<file path="config.mk">
export PLATFORM = sky130hd
export DESIGN_NAME = ftimer_flags
export DESIGN_NICKNAME = d
export VERILOG_FILES = /design/src/ftimer_pkg.sv /design/src/ftimer_flags.sv
export VERILOG_INCLUDE_DIRS = /design/src
export SDC_FILE = /design/constraint.sdc
export NUM_CORES = 1
export LEC_CHECK = 0
export BUFFER_PORTS_ARGS = -buffer_cell sky130_fd_sc_hd__buf_2
export CORE_MARGIN = 4
export CORE_UTILIZATION = 56
export CTS_CLUSTER_DIAMETER = 100
export CTS_CLUSTER_SIZE = 12
export DETAILED_ROUTE_END_ITERATION = 10
export PLACE_DENSITY = 0.77
export SYNTH_ARGS = -nofsm -noshare
export SYNTH_HDL_FRONTEND = slang
export SYNTH_SLANG_ARGS = --single-unit
</file>
<file path="constraint.sdc">
create_clock -name clk -period 16.3 [get_ports clk]
set_input_delay 0.815 -clock clk [delete_from_list [all_inputs] [get_ports clk]]
set_output_delay 0.815 -clock clk [all_outputs]
set_load 0.005 [all_outputs]
</file>
<file path="src/ftimer_params.svh">
// Register offsets, field positions, reset values and the counter top value of the timer flag block.
`ifndef FTIMER_PARAMS_SVH
`define FTIMER_PARAMS_SVH

`define FT_OFS_IRQ_ENABLE    12'h000
`define FT_OFS_FLAGS_CONTROL 12'h004
`define FT_OFS_COUNTER       12'h008
`define FT_OFS_COMPARE_A     12'h00C
`define FT_OFS_COMPARE_B     12'h010
`define FT_OFS_CAPTURE_CTL   12'h014
`define FT_OFS_CAPTURE_A     12'h018
`define FT_OFS_CAPTURE_B     12'h01C
`define FT_OFS_CAPTURE_C     12'h020
`define FT_OFS_CAPTURE_D     12'h024
`define FT_OFS_EVENT_STATUS  12'h028
`define FT_OFS_EVENT_CLEAR   12'h02C
`define FT_OFS_EVENT_ENABLE  12'h030

`define FT_IRQ_ENABLE_RESET  8'h01
`define FT_FLAGS_RESET       8'h00
`define FT_COUNTER_RESET     16'h0000
`define FT_COMPARE_RESET     16'hFFFF
`define FT_CAPTURE_RESET     16'h0000
`define FT_CAPTURE_CTL_RESET 8'h00
`define FT_COUNTER_TOP       16'hFFFF

`define FT_BIT_CAPTURE_A     7
`define FT_BIT_CAPTURE_B     6
`define FT_BIT_CAPTURE_C     5
`define FT_BIT_CAPTURE_D     4
`define FT_BIT_COMPARE_A     3
`define FT_BIT_COMPARE_B     2
`define FT_BIT_WRAP          1
`define FT_BIT_CLEAR_ON_A    0
`define FT_BIT_RESERVED_ONE  0
`define FT_BIT_BUFFER_A      3
`define FT_BIT_BUFFER_B      2

`endif

</file>
<file path="src/ftimer_pkg.sv">
// Types shared by the timer flag block.
package ftimer_pkg;

	typedef enum logic [1:0] {
		BUS_IDLE   = 2'b00,
		BUS_ACCESS = 2'b01
	} bus_phase_type;

	typedef struct packed {
		logic [7:0]       irq_enable;
		logic [7:0]       flags_control;
		logic [7:1]       read_as_one;
		logic [15:0]      up_counter;
		logic [15:0]      compare_reg_a;
		logic [15:0]      compare_reg_b;
		logic [7:0]       capture_ctl;
		logic [3:0][15:0] capture_reg;
		logic [3:0]       pin_last;
		logic [7:1]       event_status;
		logic [7:1]       event_enable;
		logic [7:1]       request;
		logic             irq;
		bus_phase_type    phase;
		logic [31:0]      prdata;
		logic             pready;
		logic             pslverr;
	} timer_state_type;

endpackage

</file>
<file path="src/ftimer_flags.sv">
// Free-running timer with capture, compare and overflow flags, their enables and an APB slave.
//
// Behaviour
// - Enable register resets to 01 on reset, standby.
// - Enable bit 0 reads one, ignores writes.
// - Capture requests A-D are flag AND enable.
// - Compare requests A, B are flag AND enable.
// - Wrap request is wrap flag AND enable.
// - Flag register resets to 00 on reset, standby.
// - Flags clear by writing zero; bit 0 plain.
// - Zero clears only flags previously read as one.
// - Capture A sets flag, optionally buffers into C.
// - Capture B sets flag, optionally buffers into D.
// - Capture C flag sets; no store when buffered.
// - Capture D flag sets; no store when buffered.
// - Compare A flag sets on counter match.
// - Compare B flag sets on counter match.
// - Wrap flag sets when counter wraps to zero.
// - Clear-on-compare-A bit clears counter on match.
// - Edge select zero falling, one rising.
`timescale 1ns/1ps
`default_nettype none
`include "ftimer_params.svh"

module ftimer_flags (
	input  wire logic                 clk,
	input  wire logic                 rst_b,
	input  wire logic                 standby,
	input  wire logic                 capture_in_a,
	input  wire logic                 capture_in_b,
	input  wire logic                 capture_in_c,
	input  wire logic                 capture_in_d,
	input  wire logic                 psel,
	input  wire logic                 penable,
	input  wire logic                 pwrite,
	input  wire logic [11:0]          paddr,
	input  wire logic [31:0]          pwdata,
	output logic      [31:0]          prdata,
	output logic                      pready,
	output logic                      pslverr,
	output logic                      capture_a_irq,
	output logic                      capture_b_irq,
	output logic                      capture_c_irq,
	output logic                      capture_d_irq,
	output logic                      compare_a_irq,
	output logic                      compare_b_irq,
	output logic                      wrap_irq,
	output logic                      irq
);
	import ftimer_pkg::*;

	logic [1:0]      rst_sync_reg;
	logic            rst_int_b;
	timer_state_type state_reg;
	timer_state_type state_next;

	// Reset is released through two flops so that removal never races the clock.
	// Only the second flop feeds the design; the first may settle late.
	always_ff @(posedge clk or negedge rst_b) begin
		if (!rst_b) begin
			rst_sync_reg <= 2'h0;
		end else begin
			rst_sync_reg <= {rst_sync_reg[0], 1'b1};
		end
	end
	assign rst_int_b = rst_sync_reg[1];

	// Per-cycle decode helpers; none of them holds state.
	logic [3:0]  pins;
	logic [3:0]  rise;
	logic [3:0]  fall;
	logic [3:0]  cap_event;
	logic [7:1]  hw_set;
	logic [7:1]  sw_clear;
	logic        match_a;
	logic        match_b;
	logic        clear_cnt;
	logic        wrapped;
	logic        bus_write;
	logic        bus_read;
	logic        buf_a;
	logic        buf_b;
	logic [31:0] rd_value;
	logic        rd_error;
	logic [7:0]  ien_w;
	logic        access_edge;
	logic        status_clear;

	// All state but the reset synchroniser is one flat record; the combinational block builds its next image.

	assign pins = {capture_in_d, capture_in_c, capture_in_b, capture_in_a};

	always_comb begin
		state_next = state_reg;

		// A transfer takes effect only at the edge that ends its access phase.
		access_edge  = psel && penable && state_reg.pready;
		bus_write    = access_edge && pwrite;
		bus_read     = access_edge && !pwrite;
		status_clear = bus_write && (paddr == `FT_OFS_EVENT_CLEAR);
		buf_a = state_reg.capture_ctl[`FT_BIT_BUFFER_A];
		buf_b = state_reg.capture_ctl[`FT_BIT_BUFFER_B];

		// Edge detection per capture input; index 0..3 is A..D.
		// Each pin is compared with its sample of the previous clock, so one edge is one event.
		for (int i = 0; i < 4; i++) begin
			rise[i] = pins[i] && !state_reg.pin_last[i];
			fall[i] = !pins[i] && state_reg.pin_last[i];
			cap_event[i] = state_reg.capture_ctl[7 - i] ? rise[i] : fall[i];
		end

		// In buffered mode differing edge selects make the primary input trigger on both edges.
		// Equal selects leave the single edge chosen above.
		if (buf_a && (state_reg.capture_ctl[7] != state_reg.capture_ctl[5])) begin
			cap_event[0] = rise[0] || fall[0];
		end

		if (buf_b && (state_reg.capture_ctl[6] != state_reg.capture_ctl[4])) begin
			cap_event[1] = rise[1] || fall[1];
		end
		state_next.pin_last = pins;

		// Counter, compare and wrap.
		// A software write of the counter further down overrides this step.
		match_a   = state_reg.up_counter == state_reg.compare_reg_a;
		match_b   = state_reg.up_counter == state_reg.compare_reg_b;
		clear_cnt = match_a && state_reg.flags_control[`FT_BIT_CLEAR_ON_A];
		wrapped   = !clear_cnt && (state_reg.up_counter == `FT_COUNTER_TOP);
		if (clear_cnt) begin
			state_next.up_counter = `FT_COUNTER_RESET;
		end else begin
			state_next.up_counter = state_reg.up_counter + 16'h0001;
		end

		// Capture register moves. The buffered copy reads the old register before the new
		// count lands, so both happen at the same edge without a race.
		if (cap_event[0]) begin
			if (buf_a) begin
				state_next.capture_reg[2] = state_reg.capture_reg[0];
			end
			state_next.capture_reg[0] = state_reg.up_counter;
		end

		if (cap_event[1]) begin
			if (buf_b) begin
				state_next.capture_reg[3] = state_reg.capture_reg[1];
			end
			state_next.capture_reg[1] = state_reg.up_counter;
		end

		if (cap_event[2] && !buf_a) begin
			state_next.capture_reg[2] = state_reg.up_counter;
		end

		if (cap_event[3] && !buf_b) begin
			state_next.capture_reg[3] = state_reg.up_counter;
		end

		// Compare flags set on every cycle of equality, not only on the first.
		hw_set = 7'h00;
		hw_set[`FT_BIT_CAPTURE_A] = cap_event[0];
		hw_set[`FT_BIT_CAPTURE_B] = cap_event[1];
		hw_set[`FT_BIT_CAPTURE_C] = cap_event[2];
		hw_set[`FT_BIT_CAPTURE_D] = cap_event[3];
		hw_set[`FT_BIT_COMPARE_A] = match_a;
		hw_set[`FT_BIT_COMPARE_B] = match_b;
		hw_set[`FT_BIT_WRAP]      = wrapped;

		// A read arms exactly the flags the processor saw as one.
		// The returned data, not the live flags, decide what a later zero may clear.
		if (bus_read && paddr == `FT_OFS_FLAGS_CONTROL) begin
			state_next.read_as_one = state_reg.read_as_one | state_reg.prdata[7:1];
		end

		// Register writes.
		sw_clear = 7'h00;
		ien_w = pwdata[7:0];
		ien_w[`FT_BIT_RESERVED_ONE] = 1'b1;
		if (bus_write) begin
			unique case (paddr)
				`FT_OFS_IRQ_ENABLE: begin
					state_next.irq_enable = ien_w;
				end
				`FT_OFS_FLAGS_CONTROL: begin
					// A write consumes the arming, so every clear needs a fresh read.
					sw_clear = ~pwdata[7:1] & state_reg.read_as_one;
					state_next.read_as_one = 7'h00;
					state_next.flags_control[`FT_BIT_CLEAR_ON_A] = pwdata[0];
				end
				`FT_OFS_COUNTER: begin
					state_next.up_counter = pwdata[15:0];
				end
				`FT_OFS_COMPARE_A: begin
					state_next.compare_reg_a = pwdata[15:0];
				end
				`FT_OFS_COMPARE_B: begin
					state_next.compare_reg_b = pwdata[15:0];
				end
				`FT_OFS_CAPTURE_CTL: begin
					state_next.capture_ctl = pwdata[7:0];
				end
				`FT_OFS_EVENT_ENABLE: begin
					state_next.event_enable = pwdata[7:1];
				end
				default: begin
					// Capture, status and clear words change no register here.
					sw_clear = sw_clear;
				end
			endcase
		end

		// Writing one never sets a flag; a same-cycle event survives the clear.
		// Losing an event would hide a capture that software has not yet seen.
		for (int b = 1; b < 8; b++) begin
			if (hw_set[b]) begin
				state_next.flags_control[b] = 1'b1;
			end else if (sw_clear[b]) begin
				state_next.flags_control[b] = 1'b0;
			end
		end

		// Sticky event status for the combined interrupt, same bit layout as the flags.
		// An event in the cycle of its clear keeps the bit, as for the flags.
		for (int b = 1; b < 8; b++) begin
			if (hw_set[b]) begin
				state_next.event_status[b] = 1'b1;
			end else if (status_clear && pwdata[b]) begin
				state_next.event_status[b] = 1'b0;
			end
		end

		// Requests are registered, so they trail the flags by one clock.
		state_next.request[7:4] = state_reg.flags_control[7:4] & state_reg.irq_enable[7:4];
		state_next.request[3:2] = state_reg.flags_control[3:2] & state_reg.irq_enable[3:2];
		state_next.request[1]   = state_reg.flags_control[1] & state_reg.irq_enable[1];
		// Only the status path feeds the combined line; the seven requests stay separate.
		state_next.irq = |(state_reg.event_status & state_reg.event_enable);

		// Read mux, sampled in the setup cycle.
		// Unmapped words answer with an error and zero data.
		rd_error = 1'b0;
		rd_value = 32'h0000_0000;
		unique case (paddr)
			`FT_OFS_IRQ_ENABLE: begin
				rd_value[7:0] = state_reg.irq_enable;
			end
			`FT_OFS_FLAGS_CONTROL: begin
				rd_value[7:0] = state_reg.flags_control;
			end
			`FT_OFS_COUNTER: begin
				rd_value[15:0] = state_reg.up_counter;
			end
			`FT_OFS_COMPARE_A: begin
				rd_value[15:0] = state_reg.compare_reg_a;
			end
			`FT_OFS_COMPARE_B: begin
				rd_value[15:0] = state_reg.compare_reg_b;
			end
			`FT_OFS_CAPTURE_CTL: begin
				rd_value[7:0] = state_reg.capture_ctl;
			end
			`FT_OFS_CAPTURE_A: begin
				rd_value[15:0] = state_reg.capture_reg[0];
			end
			`FT_OFS_CAPTURE_B: begin
				rd_value[15:0] = state_reg.capture_reg[1];
			end
			`FT_OFS_CAPTURE_C: begin
				rd_value[15:0] = state_reg.capture_reg[2];
			end
			`FT_OFS_CAPTURE_D: begin
				rd_value[15:0] = state_reg.capture_reg[3];
			end
			`FT_OFS_EVENT_STATUS: begin
				rd_value[7:1] = state_reg.event_status;
			end
			`FT_OFS_EVENT_CLEAR: begin
				rd_value = 32'h0000_0000;
			end
			`FT_OFS_EVENT_ENABLE: begin
				rd_value[7:1] = state_reg.event_enable;
			end
			default: begin
				rd_error = 1'b1;
			end
		endcase

		// Slave answers one cycle into the access phase.
		// No wait states: a slower register would need a second access state here.
		unique case (state_reg.phase)
			BUS_IDLE: begin
				state_next.pready  = 1'b0;
				state_next.pslverr = 1'b0;
				if (psel && !penable) begin
					state_next.phase   = BUS_ACCESS;
					state_next.pready  = 1'b1;
					state_next.pslverr = rd_error;
					// Read data is latched at setup; a flag that sets later waits for the next read.
					if (pwrite) begin
						state_next.prdata = 32'h0000_0000;
					end else begin
						state_next.prdata = rd_value;
					end
				end
			end
			BUS_ACCESS: begin
				state_next.phase   = BUS_IDLE;
				state_next.pready  = 1'b0;
				state_next.pslverr = 1'b0;
			end
		endcase

		// Standby returns the timer to its reset image; the bus side keeps running.
		// Event status and its enable survive standby, so a wake-up source is not lost.
		// Pin history also survives, so leaving standby makes no false edge.
		if (standby) begin
			state_next.irq_enable    = `FT_IRQ_ENABLE_RESET;
			state_next.flags_control = `FT_FLAGS_RESET;
			state_next.read_as_one   = 7'h00;
			state_next.up_counter    = `FT_COUNTER_RESET;
			state_next.compare_reg_a = `FT_COMPARE_RESET;
			state_next.compare_reg_b = `FT_COMPARE_RESET;
			state_next.capture_ctl   = `FT_CAPTURE_CTL_RESET;
			state_next.capture_reg   = {4{`FT_CAPTURE_RESET}};
			state_next.request       = 7'h00;
		end
	end

	// Only constants load under reset; the bus and the timer restart together.
	always_ff @(posedge clk or negedge rst_int_b) begin
		if (!rst_int_b) begin
			state_reg.irq_enable    <= `FT_IRQ_ENABLE_RESET;
			state_reg.flags_control <= `FT_FLAGS_RESET;
			state_reg.read_as_one   <= 7'h00;

			state_reg.up_counter    <= `FT_COUNTER_RESET;
			state_reg.compare_reg_a <= `FT_COMPARE_RESET;
			state_reg.compare_reg_b <= `FT_COMPARE_RESET;

			state_reg.capture_ctl   <= `FT_CAPTURE_CTL_RESET;
			state_reg.capture_reg   <= {4{`FT_CAPTURE_RESET}};
			state_reg.pin_last      <= 4'h0;

			state_reg.event_status  <= 7'h00;
			state_reg.event_enable  <= 7'h00;
			state_reg.request       <= 7'h00;
			state_reg.irq           <= 1'b0;
			state_reg.phase         <= BUS_IDLE;
			state_reg.prdata        <= 32'h0000_0000;
			state_reg.pready        <= 1'b0;
			state_reg.pslverr       <= 1'b0;
		end else begin
			state_reg <= state_next;
		end
	end

	// Every output is a bit of the registered state, so none can glitch.
	assign prdata        = state_reg.prdata;
	assign pready        = state_reg.pready;
	assign pslverr       = state_reg.pslverr;

	// Requests trail their flags by one clock.
	assign capture_a_irq = state_reg.request[`FT_BIT_CAPTURE_A];
	assign capture_b_irq = state_reg.request[`FT_BIT_CAPTURE_B];
	assign capture_c_irq = state_reg.request[`FT_BIT_CAPTURE_C];
	assign capture_d_irq = state_reg.request[`FT_BIT_CAPTURE_D];
	assign compare_a_irq = state_reg.request[`FT_BIT_COMPARE_A];
	assign compare_b_irq = state_reg.request[`FT_BIT_COMPARE_B];
	assign wrap_irq      = state_reg.request[`FT_BIT_WRAP];
	assign irq           = state_reg.irq;

endmodule
`default_nettype wire

</file>
==> results.md <==
* CP Launch Type: flip-flop
* Port Buffer Count at 63
* Fin Setup TNS at 0 ns
* Pwr Total at between 900 and 1000 µW
* Longest Clk Path Bufs at 2
* Slowest cell on crit path: o21ai_1
* Seq/Total Area, Yosys at a little under half
* CTS Buf Count at 17
* DP Worst Slack at between 10 and 15 ns
* Post-route ant nets at 0
* Most frequent cells in the layout: nand2_1 (163), dfrtp_1 (156), nor2_1 (69)
* Leak at ~0.0049 µW
* Max Clk Rate at between 200 and 300 MHz
* H-tree Lvls at 4
* Cts repair resizes at 0
* Die span in x at between 100 and 150 µm
* DP Cell Count at 1,278
* Grt ovf at 0
* Setup Fix Bufs, Post-CTS at 0
* Number of global-route vias before repair at 8,235
* Die Footprint at around 0.021 mm²
* Slew Viols, Final at 0
* Syn Inst Count at between 1,000 and 1,500
* TritonCTS clock tree: yes
* Final Cycle Share at between 20% and 30%
* Largest net degree at the start of global routing at between 60 and 70
* GRT Util Overall at between 30 and 40%
* Total routed wirelength at 31.7 mm
* Commonest non-fill, non-tap cell in the layout: nand2_1
* Wire per inst at between 20 and 25 µm
* Die Span Y at about 140 µm
* EDFF count, synth at 0
* Iter 0 DRT Violations at ~1,200
* Worst min-delay path class: in2async
* Detailed-placement wirelength estimate at ~21 mm
* Sink Count at 189
* Layout cell share with drive strength beyond 1 at about a fifth
* Non-filler cells, final at ~1,300
* CP max stage delay at slightly above 1 ns
* Crit path kind: reg2reg
* GP Congestion at approximately 0.99
* Pwr Density at about 88 mW/mm²
* Critical Path RT at 16.57 ns
* Final #Nets at 1,127
* Global-route wire length before repair at 48.6 mm
* Critical Path, Cell by Cell: xor2_1 -> nor4_1 -> nand4_1 -> o21ai_1 -> o21ai_0
* Slew @ Worst Pin at between 1 and 1.5 ns
* Max Fanout on Critical Path at 16
* Area Overhead vs Synth at 6.99%
* CP Data Arrival Time at about 3.6 ns
* Syn Area/Cell at 9.74 µm²
* Hold Buf Count CTS at 0
* Row Count at ~50
* Status: complete, no violations
* Crit path capture type: flip-flop
* Asr flop ratio synth at 100%
* Maximum vdd drop at just over 0.00007 V
* Final Hold Viols at 0
* Initial DRT Pass Iterations at 6
* Drc violations at 0
* Largest register FFs at 159
* Max-Cap Viols at 0
* Initial antenna violation count at 0
* Max-Slew Margin vs Limit at approximately a quarter
* CORE AREA at around 0.018 mm²
* DR vias at roughly 9,000
* Fin Clk Skew at about 0.010 ns
* Clk_lat worst skew at approximately 0.44 ns
* Mapped Area at around 0.010 mm²
* RSZ-0062 raised after global routing: false
* Synth Flop Type: dfrtp_1
* Library cells used by synthesis at 74
* Synth Warn # at 0
* Initial Utilization at between 50 and 60%
* Drt via density at around 6.7
* Setup-failing EPs final at 0
* CTS root buf: clkbuf_16
* I/O pin count at 96
* Reg clk slew, reported paths at 0.07 ns
* Final setup margin at 12.96 ns
* Final period demand of the worst path at roughly 3.3 ns
* FF+latch count, synth at about 190
## power breakdown
| part | leakage [µW] | switching [µW] | total [µW] | internal [µW] |
|---|---|---|---|---|
| logic | 0.00216 | 54.0 | 82.0 | 28.0 |
| registers | 0.00243 | 11.2 | 489 | 478 |
| clock network | 0.000281 | 196 | 415 | 219 |
## Yosys cell counts, types with 4 or more instances
master,number,area [µm²]
nand2_1,163,612
dfrtp_1,157,3930
nor2_1,69,259
mux2i_1,62,621
o21ai_0,61,305
clkbuf_1,58,218
a21oi_1,36,180
xor2_1,36,315
buf_4,34,255
a2bb2oi_1,32,280
dfstp_2,32,841
nand3b_1,32,240
nand3_1,24,120
buf_2,23,115
nor3_1,17,85.1
inv_1,13,48.8
nand2b_1,13,81.3
mux2_2,12,135
nor4_1,11,68.8
a32oi_1,10,87.6
nand4_1,10,62.6
xnor2_1,10,87.6
a22o_1,8,70.1
a21bo_2,7,70.1
a222oi_1,7,70.1
a22oi_1,7,52.6
mux2_4,7,105
nor2b_1,7,43.8
o2bb2ai_1,7,61.3
a211oi_1,6,45.0
ha_1,5,62.6
mux4_2,5,113
nor4_4,5,106
o21ai_1,5,25.0
or2_2,5,31.3
a221oi_1,4,35.0
nor3_2,4,40.0
o211ai_1,4,30.0
o22ai_1,4,25.0
or3_1,4,25.0
## per-stage QoR
step	util [%]	hold slack, ns	cell area, µm²
3_5_place_dp	58.5	0.340	10600
3_3_place_gp	58.5	0.336	10600
4_1_cts	61.6	0.141	11200
2_1_floorplan	-	0.331	10500
5_1_grt	61.6	0.138	11200
6_report	61.6	0.146	11200
## layer usage
metal	GRT usage, %	wire [µm]
met4	10.5	1180
met2	45.7	13900
met1	43.8	12800
met5	0	0
met3	8.51	3800
## final timing paths
kind	slack (ns)	start	to	cells after the start
min in group clk	0.35	rst_sync_reg[0]$_DFF_PN0_	rst_sync_reg[1]$_DFF_PN0_	0
hold reg to reg	0.35	rst_sync_reg[0]$_DFF_PN0_	rst_sync_reg[1]$_DFF_PN0_	0
hold / removal	0.15	rst_b	rst_sync_reg[1]$_DFF_PN0_	1
setup reg to reg	12.96	state_reg[172]$_DFF_PN0_	state_reg[177]$_DFF_PN0_	5
setup / recovery	12.96	state_reg[172]$_DFF_PN0_	state_reg[177]$_DFF_PN0_	5
max in group asynchronous	14.54	rst_sync_reg[1]$_DFF_PN0_	prdata[15]$_DFFE_PN0P_	1
## critical path, delay by kind of cell, from the launching register on
kind	cells	cell delay, ns
AOI/OAI and AO/OA	2	1.27
DFF	1	0.72
and+or+nand+nor	2	0.92
xor gates and xnor gates	1	0.24
## layout make-up
| cell class | instances | area (µm²) |
|---|---|---|
| Fill cell | 1494 | 6990 |
| Multi-Input combinational cell | 770 | 5110 |
| Timing Repair Buffer | 77 | 420 |
| Antenna cell | 1 | 2.50 |
| Clock inverter | 13 | 133 |
| Inverter | 13 | 48.8 |
| Clock buffer | 19 | 443 |
| Sequential cell | 189 | 4770 |
| Tap cell | 229 | 287 |
## cell families after synthesis
| logic type | synth area share, % |
|---|---|
| mux | 9.28 |
| fa+ha+maj | 0.596 |
| flops | 45.5 |
| compound gates | 15.2 |
| buf+inv | 6.39 |
| xor+xnor | 3.84 |
| other cells | 0.0716 |
| simple gates | 19.1 |
(Power assumes the default switching activity.)
